--- config.mk ---
export PLATFORM = sky130hd
export DESIGN_NAME = epp_port
export DESIGN_NICKNAME = d
export VERILOG_FILES = /design/src/epp_port.v
export VERILOG_INCLUDE_DIRS = /design/src
export SDC_FILE = /design/constraint.sdc
export NUM_CORES = 1
export LEC_CHECK = 0
export ABC_AREA = 1
export CORE_UTILIZATION = 43
export CTS_CLUSTER_SIZE = 24
export DETAILED_ROUTE_END_ITERATION = 10
export DONT_BUFFER_PORTS = 1
export PLACE_DENSITY = 0.6
export SYNTH_ARGS = -nofsm -noshare
export SYNTH_HDL_FRONTEND = slang
export SYNTH_SLANG_ARGS = --single-unit
--- constraint.sdc ---
create_clock -name mclk -period 1.4 [get_ports mclk]
set_input_delay 0.14 -clock mclk [delete_from_list [all_inputs] [get_ports mclk]]
set_output_delay 0.14 -clock mclk [all_outputs]
set_load 0.02 [all_outputs]
--- src/epp_port_map.vh ---
`ifndef EPP_PORT_MAP_VH
`define EPP_PORT_MAP_VH

// Register byte offsets
`define EPP_PINS_OFS     8'h00
`define EPP_LATCH_OFS    8'h04
`define EPP_DIR_OFS      8'h08
`define EPP_NBDIR_OFS    8'h0C
`define EPP_PWMCFG_OFS   8'h10
`define EPP_HOSTDAT_OFS  8'h14

// Field positions
`define EPP_SLAVE_SEL_BIT 4
`define EPP_TRI_EN_BIT    0
`define EPP_PWM_LOW_PIN   5

// Reset values
`define EPP_LATCH_RST    8'h00
`define EPP_DIR_RST      8'hFF
`define EPP_NBDIR_RST    8'h00
`define EPP_PWMCFG_RST   8'h00
`define EPP_HOSTDAT_RST  8'h00

`endif

--- src/epp_port.v ---
`include "epp_port_map.vh"

// Contract
// - Port is eight bits wide, each pin usable as input or output.
// - Direction bit 1 puts the pin driver in high impedance.
// - Direction bit 0 drives the pin from its output latch bit.
// - Latch register reads and writes return the latch, never pin levels.
// - Each pin has its own direction bit.
// - After reset every pin is a digital input.
// - Slave select bit turns the whole port into a host data port; pins 5 to 7 with direction 0 and an active PWM channel still carry PWM.
// - Slave mode selects TTL input thresholds instead of Schmitt.
// - Dual or quad PWM output mode disables slave port functions.
// - In slave mode pins output latch as host read data.
// - In slave mode host write data enters via TTL input.
// - Pins 5 to 7 carry PWM B, C, D when direction is 0.
// - PWM outputs on these pins may tri-state on shutdown.
// - Port exists only in larger package variants.
// - Slave select at bit 4 of neighbour direction register, reset 0.
module epp_port #(
  parameter PORT_PRESENT = 1,              // 0 in small packages
  parameter WIDTH        = 8               // Port width
) (
  input  wire             mclk,            // Core clock, 20 MHz
  input  wire             resetn,          // Async reset, active low
  input  wire             psel,            // APB select
  input  wire             penable,         // APB enable
  input  wire             pwrite,          // APB direction
  input  wire [7:0]       paddr,           // APB byte address
  input  wire [31:0]      pwdata,          // APB write data
  output reg  [31:0]      prdata,          // APB read data
  output reg              pready,          // APB ready
  output reg              pslverr,         // APB error, unmapped address
  input  wire [WIDTH-1:0] pinIn,           // Pin levels
  output reg  [WIDTH-1:0] pinOut,          // Pin drive values
  output reg  [WIDTH-1:0] pinOe,           // Pin drive enables, high drives
  output reg              ttlSelect,       // High: TTL input thresholds
  input  wire             hostRead,        // Host read strobe, level
  input  wire             hostWrite,       // Host write strobe, pulse
  output reg  [WIDTH-1:0] hostWriteData,   // Last host write byte
  input  wire             pwmMultiOut,     // PWM in dual or quad mode
  input  wire [2:0]       pwmChanEn,       // PWM B, C, D active
  input  wire [2:0]       pwmChan,         // PWM B, C, D levels
  input  wire             pwmShutdown      // PWM shutdown event, level
);

  localparam PRESENT = (PORT_PRESENT != 0);

  reg  [WIDTH-1:0] portOutputLatch;
  reg  [WIDTH-1:0] portDirectionBits;
  reg  [7:0]       neighbourDirectionReg;
  reg  [7:0]       pwmConfig;
  reg  [WIDTH-1:0] portPinLevels;
  reg  [WIDTH-1:0] next_pinOut;
  reg  [WIDTH-1:0] next_pinOe;
  reg  [31:0]      next_prdata;
  reg              next_pslverr;
  wire             hostTake;
  wire             slaveSel;
  wire             slaveActive;
  wire             triOnShutdown;
  wire             setupRead;
  wire             accessWrite;
  integer          i;
  wire             wrLatch;
  wire             wrDir;
  wire             wrNbdir;
  wire             wrPwmCfg;
  wire [WIDTH-1:0] pwmEnAtPin;
  wire [WIDTH-1:0] pwmValAtPin;
  wire [WIDTH-1:0] pwmOeAtPin;
  reg  [WIDTH-1:0] portLayerOut;
  reg  [WIDTH-1:0] portLayerOe;
  reg  [WIDTH-1:0] slaveLayerOut;
  reg  [WIDTH-1:0] slaveLayerOe;

  // Byte into the low bits of a bus word
  function [31:0] zext;
    input [WIDTH-1:0] v;
    begin
      zext = 32'h00000000;
      zext[WIDTH-1:0] = v;
    end
  endfunction

  // Is this pin one of the PWM channel pins
  function isPwmPin;
    input integer idx;
    begin
      isPwmPin = (idx >= `EPP_PWM_LOW_PIN) &&
                 (idx < `EPP_PWM_LOW_PIN + 3);
    end
  endfunction

  // Spread a three-channel PWM vector onto its pins
  function [WIDTH-1:0] atPwmPins;
    input [2:0] chan;
    integer p;
    begin
      atPwmPins = {WIDTH{1'b0}};
      // Pins outside the PWM group never take a channel
      for (p = 0; p < WIDTH; p = p + 1) begin
        if (isPwmPin(p)) begin
          atPwmPins[p] = chan[p - `EPP_PWM_LOW_PIN];
        end
      end
    end
  endfunction

  // Offsets that answer without error; none in the small package
  function isMapped;
    input [7:0] ofs;
    begin
      case (ofs)
        `EPP_PINS_OFS, `EPP_LATCH_OFS, `EPP_DIR_OFS,
        `EPP_NBDIR_OFS, `EPP_PWMCFG_OFS, `EPP_HOSTDAT_OFS: begin
          isMapped = PRESENT;
        end
        default: begin
          isMapped = 1'b0;
        end
      endcase
    end
  endfunction

  // Write strobe for one register offset
  function isWriteTo;
    input [7:0] ofs;
    begin
      isWriteTo = accessWrite && (paddr == ofs) && isMapped(ofs);
    end
  endfunction

  assign slaveSel      = neighbourDirectionReg[`EPP_SLAVE_SEL_BIT];
  // PWM dual/quad wins over the slave port
  assign slaveActive   = slaveSel & ~pwmMultiOut;
  assign triOnShutdown = pwmConfig[`EPP_TRI_EN_BIT];
  assign setupRead     = psel & ~penable;
  // Writes land only at the access edge where pready is seen high
  assign accessWrite   = psel & penable & pready & pwrite;
  // Host bytes are taken only while the slave port owns the pins
  assign hostTake      = hostWrite & slaveActive & PRESENT;
  // Register write strobes, one per writable offset
  assign wrLatch       = isWriteTo(`EPP_LATCH_OFS);
  assign wrDir         = isWriteTo(`EPP_DIR_OFS);
  assign wrNbdir       = isWriteTo(`EPP_NBDIR_OFS);
  assign wrPwmCfg      = isWriteTo(`EPP_PWMCFG_OFS);
  // PWM takes a pin only while its direction bit is 0
  assign pwmEnAtPin    = atPwmPins(pwmChanEn) & ~portDirectionBits;
  assign pwmValAtPin   = atPwmPins(pwmChan);
  // Released on shutdown only when configured to
  assign pwmOeAtPin    = {WIDTH{~(pwmShutdown & triOnShutdown)}};

  // Pin sampling; inputs are synchronous so one stage suffices
  always @(posedge mclk or negedge resetn) begin
    if (!resetn) begin
      portPinLevels <= {WIDTH{1'b0}};
    end else begin
      portPinLevels <= pinIn;
    end
  end

  // Output latch; read-only and unmapped offsets never touch it
  always @(posedge mclk or negedge resetn) begin
    if (!resetn) begin
      portOutputLatch <= `EPP_LATCH_RST;
    end else if (wrLatch) begin
      portOutputLatch <= pwdata[WIDTH-1:0];
    end
  end

  // Direction bits, one per pin
  always @(posedge mclk or negedge resetn) begin
    if (!resetn) begin
      portDirectionBits <= `EPP_DIR_RST;
    end else if (wrDir) begin
      portDirectionBits <= pwdata[WIDTH-1:0];
    end
  end

  // Only the slave select bit is held here
  // Other neighbour bits belong to the neighbouring port
  always @(posedge mclk or negedge resetn) begin
    if (!resetn) begin
      neighbourDirectionReg <= `EPP_NBDIR_RST;
    end else if (wrNbdir) begin
      neighbourDirectionReg <= {3'h0,
        pwdata[`EPP_SLAVE_SEL_BIT], 4'h0};
    end
  end

  // Shutdown tri-state enable
  always @(posedge mclk or negedge resetn) begin
    if (!resetn) begin
      pwmConfig <= `EPP_PWMCFG_RST;
    end else if (wrPwmCfg) begin
      pwmConfig <= {7'h00, pwdata[`EPP_TRI_EN_BIT]};
    end
  end

  // Host write byte, taken straight off the TTL buffers
  always @(posedge mclk or negedge resetn) begin
    if (!resetn) begin
      hostWriteData <= `EPP_HOSTDAT_RST;
    end else if (hostTake) begin
      hostWriteData <= pinIn;
    end
  end

  // Register contents by offset; unmapped offsets read 0
  function [31:0] readWord;
    input [7:0] ofs;
    begin
      readWord = 32'h00000000;
      case (ofs)
        `EPP_PINS_OFS: begin
          // Sampled levels, output pins included
          readWord = zext(portPinLevels);
        end
        `EPP_LATCH_OFS: begin
          // Latch, not pins, so read-modify-write is safe
          readWord = zext(portOutputLatch);
        end
        `EPP_DIR_OFS: begin
          readWord = zext(portDirectionBits);
        end
        `EPP_NBDIR_OFS: begin
          readWord = {24'h000000, neighbourDirectionReg};
        end
        `EPP_PWMCFG_OFS: begin
          readWord = {24'h000000, pwmConfig};
        end
        `EPP_HOSTDAT_OFS: begin
          readWord = zext(hostWriteData);
        end
        default: begin
          readWord = 32'h00000000;
        end
      endcase
    end
  endfunction

  // Read decode, registered at the setup edge
  always @* begin
    next_prdata  = PRESENT ? readWord(paddr) : 32'h00000000;
    next_pslverr = ~isMapped(paddr);
  end

  // One wait-free answer: ready in the access cycle
  always @(posedge mclk or negedge resetn) begin
    if (!resetn) begin
      pready <= 1'b0;
    end else begin
      pready <= setupRead;
    end
  end

  // Error flag stands beside ready, only for unmapped offsets
  always @(posedge mclk or negedge resetn) begin
    if (!resetn) begin
      pslverr <= 1'b0;
    end else begin
      pslverr <= setupRead & next_pslverr;
    end
  end

  // Read data holds until the next read setup
  // Writes leave the last read data in place
  always @(posedge mclk or negedge resetn) begin
    if (!resetn) begin
      prdata <= 32'h00000000;
    end else if (setupRead && !pwrite) begin
      prdata <= next_prdata;
    end
  end

  // Plain port layer
  always @* begin
    portLayerOut = portOutputLatch;
    portLayerOe  = ~portDirectionBits;
  end

  // Slave layer: direction bits ignored, host read drives
  // Host sees whatever software last put in the latch
  always @* begin
    slaveLayerOut = portOutputLatch;
    slaveLayerOe  = {WIDTH{hostRead}};
  end

  // Pin drive priority: PWM, then slave port, then plain port
  always @* begin
    next_pinOut = {WIDTH{1'b0}};
    next_pinOe  = {WIDTH{1'b0}};
    for (i = 0; i < WIDTH; i = i + 1) begin
      // Idle PWM channels hand the pin back to the lower layers
      if (pwmEnAtPin[i]) begin
        next_pinOut[i] = pwmValAtPin[i];
        next_pinOe[i]  = pwmOeAtPin[i];
      end else if (slaveActive) begin
        next_pinOut[i] = slaveLayerOut[i];
        next_pinOe[i]  = slaveLayerOe[i];
      end else begin
        next_pinOut[i] = portLayerOut[i];
        next_pinOe[i]  = portLayerOe[i];
      end
    end
    if (!PRESENT) begin
      next_pinOut = {WIDTH{1'b0}};
      next_pinOe  = {WIDTH{1'b0}};
    end
  end

  // Registered pin drive adds one cycle of latency
  always @(posedge mclk or negedge resetn) begin
    if (!resetn) begin
      pinOut <= {WIDTH{1'b0}};
    end else begin
      pinOut <= next_pinOut;
    end
  end

  // Enables leave reset low, so every pin floats as an input
  always @(posedge mclk or negedge resetn) begin
    if (!resetn) begin
      pinOe <= {WIDTH{1'b0}};
    end else begin
      pinOe <= next_pinOe;
    end
  end

  // Threshold select follows the effective slave mode
  // Multi-output PWM drops the thresholds back as well
  always @(posedge mclk or negedge resetn) begin
    if (!resetn) begin
      ttlSelect <= 1'b0;
    end else begin
      ttlSelect <= slaveActive & PRESENT;
    end
  end

endmodule // epp_port

==> summary.txt, run 1 <==
Gate Count Post-Synth: 293
Later-pin clock latency in the skew report: 0.34 ns
Max_cap viols: 0
Proportion of netlist area held by the largest area contributor: 0.469
Status: finished, violations left
Count of hold-fix buffers inserted at cts: 24
Register area share after synthesis: 0.544
Area of the die: 6900 um^2
Core region area: 6350 um^2
Worst hold margin: -0.514 ns
Register bit count reported by yosys: 61
Average wire per standard cell: 14.7 um
Num CTS Buffers: 9
Number of antenna repair diodes: 0
Total Routed Length: 6050 um
Post-synthesis average cell area: 9.65 um^2
Half-perimeter wire length after placement: 4190 um
Endpoint type of the worst setup path: flip-flop
Unrepaired setup endpoints after global routing: no
Total Neg Setup Slack: 0 ns
Highest fanout seen on the critical path: 8
Post-synth ARST share: 1.00
Total power divided by cell area: 1060 nW/um^2
Die height: 83.1 um
Fill cells: 596
Number of buffers on the longest clock path: 2
Clock tree from TritonCTS: done
Crit path DAT: 1.54 ns
Final period utilization: 0.940
List of most frequent post-synthesis cells: 80 x sky130_fd_sc_hd__nand2_1, 53 x sky130_fd_sc_hd__dfrtp_1, 26 x sky130_fd_sc_hd__buf_4
Syn. warnings: 0
Classification of the worst setup path: flip-flop to flip-flop
Layout Cell Area excl Fill: 3250 um^2
Sink Count: 61
First-iteration detailed-routing DRC count: 171
Post-synth design cell area: 2830 um^2
Number of H-tree levels: 3
First drt pass iteration count: 4
Pleak: 1.60 nW
EDFF count, synth: 0
Leading post-synthesis cells by cell area: sky130_fd_sc_hd__dfrtp_1 47%, sky130_fd_sc_hd__nand2_1 11%, sky130_fd_sc_hd__dfstp_2 7.4%, sky130_fd_sc_hd__buf_4 6.9%, sky130_fd_sc_hd__mux2_2 4.4%
Instance area after placement: 2830 um^2
Number of port buffers: 0
Initial antenna violation count: 0
Clock transition at the registers of the reported paths: 0.06 ns
Die outline width: 83.1 um
Ratio of routed vias to standard cells: 4.79
Number of remaining DRC errors: 0
Post-route ant nets: 0
Time the final worst path needs with I/O delays and setup: 1.32 ns
Clock root buffer: sky130_fd_sc_hd__clkbuf_8
Critical path required time: 1.63 ns
Number of rows created at floorplan: 29
Core utilization of the finished layout: 0.511
Class of the tightest hold or removal check: input pin to asynchronous set/reset pin
Area growth from synthesis to layout: 14.9%
Worst clock skew: 0.00740 ns
Fmax: 760 MHz
Number of failing setup endpoints in the final timing report: 0
Final hold vios: 61
Via Count: 1,964
Startpoint types: flip-flop
Worst voltage drop across the vdd grid: 0.000698 V
Library cell with the highest instance count after synthesis: sky130_fd_sc_hd__nand2_1
Number of ports placed on the die boundary: 122
Violations in the final reports: negative hold slack
Proportion of layout cells with a drive suffix above 1: 0.213
Post-route total power: 3.44 mW
Cell accounting for the most synthesized area: sky130_fd_sc_hd__dfrtp_1
Ys flop type: sky130_fd_sc_hd__dfrtp_1
Count of different cell masters after synthesis: 23
Maximum number of pins on one net before global-route repair: 62
Initial Utilization: 0.445
Routability congestion estimate from global placement: 0.840
Number of global-route vias before repair: 1,830
Net total in the final layout: 391
GR Overflow Total: 0
First-pass GRT wire length: 9720 um
Max-slew violation count: 0
Global-route usage over all layers: 0.190
-- stage by stage --
| step | setup WS [ns] | cells | hold slack (ns) |
|---|---|---|---|
| after floorplan | 0.235 | 316 | -0.156 |
| after global placement | 0.0885 | 370 | -0.154 |
| after detailed placement | 0.0579 | 370 | -0.154 |
| after CTS | 0.0479 | 410 | -0.531 |
| after global routing | 0.0322 | 410 | -0.545 |
| final | 0.0842 | 410 | -0.514 |
-- what timing repair did --
action	CTS	global route
setup buffers	0	0
endpoints found under the hold margin	100	61
resized for setup	0	1
endpoints found under the setup margin	0	2
-- critical path, cell delays in order (launching register included) --
cell and delay [ns]:
sky130_fd_sc_hd__dfrtp_1 0.39, sky130_fd_sc_hd__inv_1 0.06, sky130_fd_sc_hd__nor2_1 0.04, sky130_fd_sc_hd__nand2_1 0.32, sky130_fd_sc_hd__mux2_2 0.38
-- path summary, 6_finish.rpt --
kind,slack (ns),to,cells past startpoint,start
setup / recovery,0.08,hostWriteData[5]$_DFFE_PN0P_,4,neighbourDirectionReg[4]$_DFFE_PN0P_
hold / removal,-0.51,pinOe[6]$_DFF_PN0_,0,resetn
setup reg to reg,0.08,hostWriteData[5]$_DFFE_PN0P_,4,neighbourDirectionReg[4]$_DFFE_PN0P_
hold reg to reg,0.40,pinOut[1]$_DFF_PN0_,0,portLayerOut[1]$_DFFE_PN0P_
max in group asynchronous,1.72,portDirectionBits[3]$_DFFE_PN1P_,0,resetn
min in group mclk,0.04,pslverr$_DFF_PN0_,4,psel
-- cell type report --
type / count / area [um^2] / area share
Clock buffer: 14 / 163 / 0.0501
Clock inverter: 2 / 10.0 / 0.00308
Inverter: 24 / 90.1 / 0.0277
Multi-Input combinational cell: 202 / 1070 / 0.328
Sequential cell: 61 / 1540 / 0.473
Tap cell: 77 / 96.3 / 0.0297
Timing Repair Buffer: 30 / 285 / 0.0879
-- metal layers --
layer,global-route usage,vias to the layer above,share of wire
met5,0,-,0
met4,0.0658,0,0.014
met3,0.0865,9,0.081
met2,0.296,79,0.47
met1,0.235,910,0.44
li1,-,966,-
-- state kept, by name, indices dropped and copies added (netlist names) --
signal / flops
pready: 1
ttlSelect: 1
portDirectionBits: 8
portPinLevels: 8
hostWriteData: 8
pslverr: 1
portLayerOut: 8
pwmConfig: 1
neighbourDirectionReg: 1
prdata: 8
pinOe: 8
pinOut: 8
-- cells in the final DEF, fill, tap and decap left out, drive strengths merged --
cell type and n:
clkinv 2, nor3 1, nor2 18, dfstp 8, o21ai 40, nand2 85
clkbuf 14, mux2 11, o21bai 1, inv 24, nand3 22, dfrtp 53
conb 24, buf 6, dlygate4sd3 24
-- logic make-up after synthesis --
logic type      after synthesis  synth area share
simple gates                126             0.208
flops                        61             0.544
buf+inv                      53             0.111
compound gates               41            0.0921
mux                          11            0.0438
other cells                   1           0.00133
-- power by group --
group,total [mW],switching (mW),internal [mW]
sequential,1.85,0.0484,1.80
combinational,0.221,0.137,0.0838
clock,1.37,0.636,0.734
total,3.44,0.822,2.62
(Power assumes the default switching activity.)
==> inputs of run 2 (changes only) <==
Clock period 1.4 ns to 1.56 ns, I/O delays scaled along.
==> run 2 against run 1 <==
Effect of this change:
- the run ends with design-rule violations, negative hold slack left
- non-clock buffer count shrank 5
- highest routed layer unchanged
- critical path depth grew 3
- utilization shrank 0.61 points
==> summary.txt, run 2 (same netlist as run 1, synthesis figures left out) <==
Status: finished, violations left
Violations in the final reports: design-rule violations, negative hold slack
Clock tree from TritonCTS: done
Crit path DAT: 1.60 ns
Classification of the worst setup path: flip-flop to flip-flop
Most frequent standard cell in the layout excluding fill and tap cells: sky130_fd_sc_hd__nand2_1
Maximum number of pins on one net before global-route repair: 62
Net total in the final layout: 386
Worst hold margin: -0.489 ns
Total Neg Setup Slack: 0 ns
Highest fanout seen on the critical path: 10
Total power divided by cell area: 980 nW/um^2
Fill cells: 581
Initial Utilization: 0.445
Number of H-tree levels: 3
Number of global-route vias before repair: 1,935
Number of remaining DRC errors: 2
Fmax: 725 MHz
Clock group share of total power: 0.412
Unrepaired setup endpoints after global routing: no
Number of rows created at floorplan: 29
Clock transition at the registers of the reported paths: 0.06 ns
Commonest non-fill, non-tap cells in the layout: 80 x sky130_fd_sc_hd__nand2_1, 53 x sky130_fd_sc_hd__dfrtp_1, 24 x sky130_fd_sc_hd__conb_1
Time the final worst path needs with I/O delays and setup: 1.38 ns
Worst clock skew: 0.00451 ns
Die outline width: 83.1 um
First-iteration detailed-routing DRC count: 128
Number of buffers on the longest clock path: 2
Register Area: 1540 um^2
Num CTS Buffers: 9
Proportion of layout cells with a drive suffix above 1: 0.215
Final hold vios: 61
Buffers inserted by post-CTS timing repair: 0
Die height: 83.1 um
Max-slew violation count: 0
P_sw: 0.729 mW
Startpoint types: flip-flop
First drt pass iteration count: 7
Via Count: 1,985
Final period utilization: 0.885
Post-route ant nets: 0
Average wire per standard cell: 14.9 um
GR Overflow Total: 0
Global-route usage over all layers: 0.193
Multi-input logic area: 1060 um^2
Sink Count: 61
Ratio of routed vias to standard cells: 4.93
Number of ports placed on the die boundary: 122
Critical path required time: 1.78 ns
Routability congestion estimate from global placement: 0.832
Max_cap viols: 0
Post-route total power: 3.14 mW
Core region area: 6350 um^2
Internal cell power: 2.41 mW
Later-pin clock latency in the skew report: 0.33 ns
Combinational Power Share: 0.060
Clock root buffer: sky130_fd_sc_hd__clkbuf_8
Area growth from synthesis to layout: 13.5%
Class of the tightest hold or removal check: input pin to asynchronous set/reset pin
Worst voltage drop across the vdd grid: 0.000599 V
Half-perimeter wire length after placement: 4220 um
Number of failing setup endpoints in the final timing report: 0
Share of total power consumed by net switching: 0.232
Count of hold-fix buffers inserted at cts: 20
Sequential fraction of design power: 0.528
First-pass GRT wire length: 10,000 um
Initial antenna violation count: 0
Area of the die: 6900 um^2
Pleak: 1.58 nW
Total Routed Length: 6010 um
Number of port buffers: 0
Endpoint type of the worst setup path: flip-flop
Number of antenna repair diodes: 0
Number of gates resized after cts: 0
[run 2: power groups by stage]
stage                     Clock (mW)  Sequential, mW  Combinational (mW)
after floorplan                    0            1.68               0.172
after global placement             0            1.69               0.144
after detailed placement           0            1.69               0.146
after CTS                       1.32            1.66               0.189
after global routing            1.39            1.66               0.208
final                           1.29            1.66               0.190
[run 2: cell type report]
class,count,share of cell area
Sequential cell,61,0.479
Multi-Input combinational cell,202,0.332
Timing Repair Buffer,25,0.0741
Clock buffer,13,0.0558
Tap cell,77,0.0300
Inverter,24,0.0281
Clock inverter,1,0.00156
[run 2: through the flow]
| step | instance area, um^2 | cells | utilization | setup slack [ns] | hold slack (ns) |
|---|---|---|---|---|---|
| final | 3210 | 403 | 0.505 | 0.180 | -0.489 |
| after global routing | 3210 | 403 | 0.505 | 0.0701 | -0.509 |
| after CTS | 3210 | 403 | 0.505 | 0.192 | -0.503 |
| after detailed placement | 2820 | 369 | 0.445 | 0.206 | -0.138 |
| after global placement | 2820 | 369 | 0.445 | 0.243 | -0.138 |
| after floorplan | 2910 | 316 | - | 0.395 | -0.140 |
[run 2: layer usage]
metal	up-vias	track usage	wire length, um
li1	952	-	-
met1	931	0.253	2650
met2	90	0.288	2780
met3	12	0.0716	449
met4	0	0.0784	130
met5	-	0	0
[run 2: final timing paths]
kind,depth (start not counted),slack [ns],end,start
worst max register to register,7,0.18,pinOe[5]$_DFF_PN0_,neighbourDirectionReg[4]$_DFFE_PN0P_
worst min register to register,0,0.41,pinOut[1]$_DFF_PN0_,portLayerOut[1]$_DFFE_PN0P_
min in group mclk,2,0.01,portDirectionBits[0]$_DFFE_PN1P_,pwdata[0]
max in group asynchronous,0,1.86,portDirectionBits[0]$_DFFE_PN1P_,resetn
worst max-delay path,7,0.18,pinOe[5]$_DFF_PN0_,neighbourDirectionReg[4]$_DFFE_PN0P_
worst min-delay path,0,-0.49,pinOe[7]$_DFF_PN0_,resetn
[run 2: critical path, stage by stage (launching register included)]
cell and delay (ns):
sky130_fd_sc_hd__dfrtp_1 0.39, sky130_fd_sc_hd__inv_1 0.06, sky130_fd_sc_hd__nor2_1 0.05, sky130_fd_sc_hd__buf_4 0.17
sky130_fd_sc_hd__nand2_1 0.25, sky130_fd_sc_hd__o21ai_0 0.18, sky130_fd_sc_hd__nand2_1 0.09, sky130_fd_sc_hd__o21ai_0 0.07
==> inputs of run 3 (changes only) <==
Clock period 1.56 ns to 1.6 ns, I/O delays scaled along.
==> run 3 against run 2 <==
Effect of this change:
- the run now ends clean
- worst setup slack better by 0.074 ns
- non-clock buffer count is 1 higher
- sequential power fell by 2%
- global-route usage is 0.25 points higher
- wire length rose by 1.9%
- critical endpoint unchanged
- highest routed layer unchanged
==> summary.txt, run 3 (same netlist as run 1, synthesis figures left out) <==
Classification of the worst setup path: flip-flop to flip-flop
Endpoint type of the worst setup path: flip-flop
Most frequent standard cell in the layout excluding fill and tap cells: sky130_fd_sc_hd__nand2_1
Status: finished, final reports clean
Startpoint types: flip-flop
Share of total power consumed by net switching: 0.245
Post-route ant nets: 0
Fmax: 743 MHz
Die outline width: 83.1 um
Initial Utilization: 0.445
Worst voltage drop across the vdd grid: 0.000717 V
Final period utilization: 0.841
Proportion of layout cells with a drive suffix above 1: 0.210
Max-slew violation count: 0
Number of H-tree levels: 3
Routability congestion estimate from global placement: 0.840
Crit path DAT: 1.56 ns
Number of gates resized after cts: 0
Time the final worst path needs with I/O delays and setup: 1.35 ns
Commonest non-fill, non-tap cells in the layout: 80 x sky130_fd_sc_hd__nand2_1, 53 x sky130_fd_sc_hd__dfrtp_1, 24 x sky130_fd_sc_hd__conb_1
Number of rows created at floorplan: 29
First-iteration detailed-routing DRC count: 125
Max_cap viols: 0
Class of the tightest hold or removal check: input pin to flip-flop
Initial antenna violation count: 0
Maximum number of pins on one net before global-route repair: 62
Highest fanout seen on the critical path: 10
Final cell count without fillers: 406
Number of cells after detailed placement: 368
Critical path required time: 1.81 ns
Total Routed Length: 6130 um
Pleak: 1.59 nW
P_sw: 0.757 mW
Die height: 83.1 um
Half-perimeter wire length after placement: 4250 um
Buffers inserted by post-CTS timing repair: 0
Clock transition at the registers of the reported paths: 0.07 ns
Fill cells: 580
Number of antenna repair diodes: 0
Number of failing setup endpoints in the final timing report: 0
Number of global-route vias before repair: 1,914
Clock tree from TritonCTS: done
Number of port buffers: 0
Worst clock skew: 0.00579 ns
GR Overflow Total: 0
Multi-input logic area: 1060 um^2
Unrepaired setup endpoints after global routing: no
Area growth from synthesis to layout: 14.5%
Ratio of routed vias to standard cells: 4.82
Pre-CTS setup slack: 0.226 ns
Final hold vios: 0
Register Area: 1540 um^2
Sequential fraction of design power: 0.523
Via Count: 1,958
Later-pin clock latency in the skew report: 0.34 ns
Sink Count: 61
Clock group share of total power: 0.406
Core region area: 6350 um^2
First-pass GRT wire length: 10,100 um
First drt pass iteration count: 4
Number of buffers on the longest clock path: 2
Global-route usage over all layers: 0.195
Total power divided by cell area: 957 nW/um^2
Number of remaining DRC errors: 0
Net total in the final layout: 387
Number of ports placed on the die boundary: 122
Internal cell power: 2.34 mW
Combinational Power Share: 0.072
Clock root buffer: sky130_fd_sc_hd__clkbuf_8
Area of the die: 6900 um^2
Worst Setup Slack, final: 0.254 ns
Total Neg Setup Slack: 0 ns
Average wire per standard cell: 15.1 um
Num CTS Buffers: 9
## run 3: cell types whose count changed in the layout (fill, tap and decap cells not counted)
cell                            delta
sky130_fd_sc_hd__dlygate4sd3_1     +1
sky130_fd_sc_hd__clkbuf_1          +3
sky130_fd_sc_hd__clkbuf_8          -1
sky130_fd_sc_hd__buf_4             -1
sky130_fd_sc_hd__buf_16            +1
## run 3: cell type report
| cell class | count | area share |
|---|---|---|
| Sequential cell | 61 | 0.475 |
| Multi-Input combinational cell | 202 | 0.329 |
| Timing Repair Buffer | 26 | 0.0828 |
| Clock buffer | 15 | 0.0545 |
| Tap cell | 77 | 0.0298 |
| Inverter | 24 | 0.0278 |
| Clock inverter | 1 | 0.00155 |
## run 3: final timing paths
path	depth (start not counted)	slack, ns	end	from
worst min register to register	0	0.42	pinOut[1]$_DFF_PN0_	portLayerOut[1]$_DFFE_PN0P_
worst min-delay path	2	0.02	portDirectionBits[0]$_DFFE_PN1P_	pwdata[0]
worst max register to register	7	0.25	pinOe[5]$_DFF_PN0_	neighbourDirectionReg[4]$_DFFE_PN0P_
worst max-delay path	7	0.25	pinOe[5]$_DFF_PN0_	neighbourDirectionReg[4]$_DFFE_PN0P_
min in group asynchronous	2	0.36	prdata[6]$_DFFE_PN0P_	resetn
max in group asynchronous	2	0.94	portDirectionBits[1]$_DFFE_PN1P_	resetn
## run 3: worst max-delay path, stage by stage, from the launching register on
cell	delay (ns)
sky130_fd_sc_hd__dfrtp_1	0.39
sky130_fd_sc_hd__inv_1	0.06
sky130_fd_sc_hd__nor2_1	0.04
sky130_fd_sc_hd__buf_4	0.17
sky130_fd_sc_hd__nand2_1	0.22
sky130_fd_sc_hd__o21ai_0	0.17
sky130_fd_sc_hd__nand2_1	0.08
sky130_fd_sc_hd__o21ai_0	0.08
## run 3: power by group through the flow
stage | clock network, mW | logic, mW | registers, mW
after CTS | 1.28 | 0.225 | 1.62
after global placement | 0 | 0.140 | 1.65
after floorplan | 0 | 0.168 | 1.64
after detailed placement | 0 | 0.142 | 1.65
final | 1.26 | 0.222 | 1.62
after global routing | 1.37 | 0.249 | 1.62
## run 3: metal layers
layer | global-route usage | share of wire | vias up
met1 | 0.251 | 0.44 | 918
met5 | 0 | 0 | -
li1 | - | - | 951
met4 | 0.0956 | 0.016 | 0
met3 | 0.0616 | 0.076 | 8
met2 | 0.298 | 0.47 | 81
## run 3: repair_timing
| item | in CTS | in global routing |
|---|---|---|
| hold buffers | 22 | 0 |
| endpoints found under the hold margin | 91 | 0 |
| endpoints found under the setup margin | 0 | 0 |
## run 3: per-stage QoR
step                power (mW)  area [um^2]  hold slack [ns]   util
global route              3.24         3240           0.0179  0.510
global placement          1.79         2820           -0.134  0.444
finish                    3.10         3240           0.0171  0.510
CTS                       3.13         3240           0.0130  0.510
detailed placement        1.79         2820           -0.134  0.444
floorplan                 1.81         2910           -0.136      -
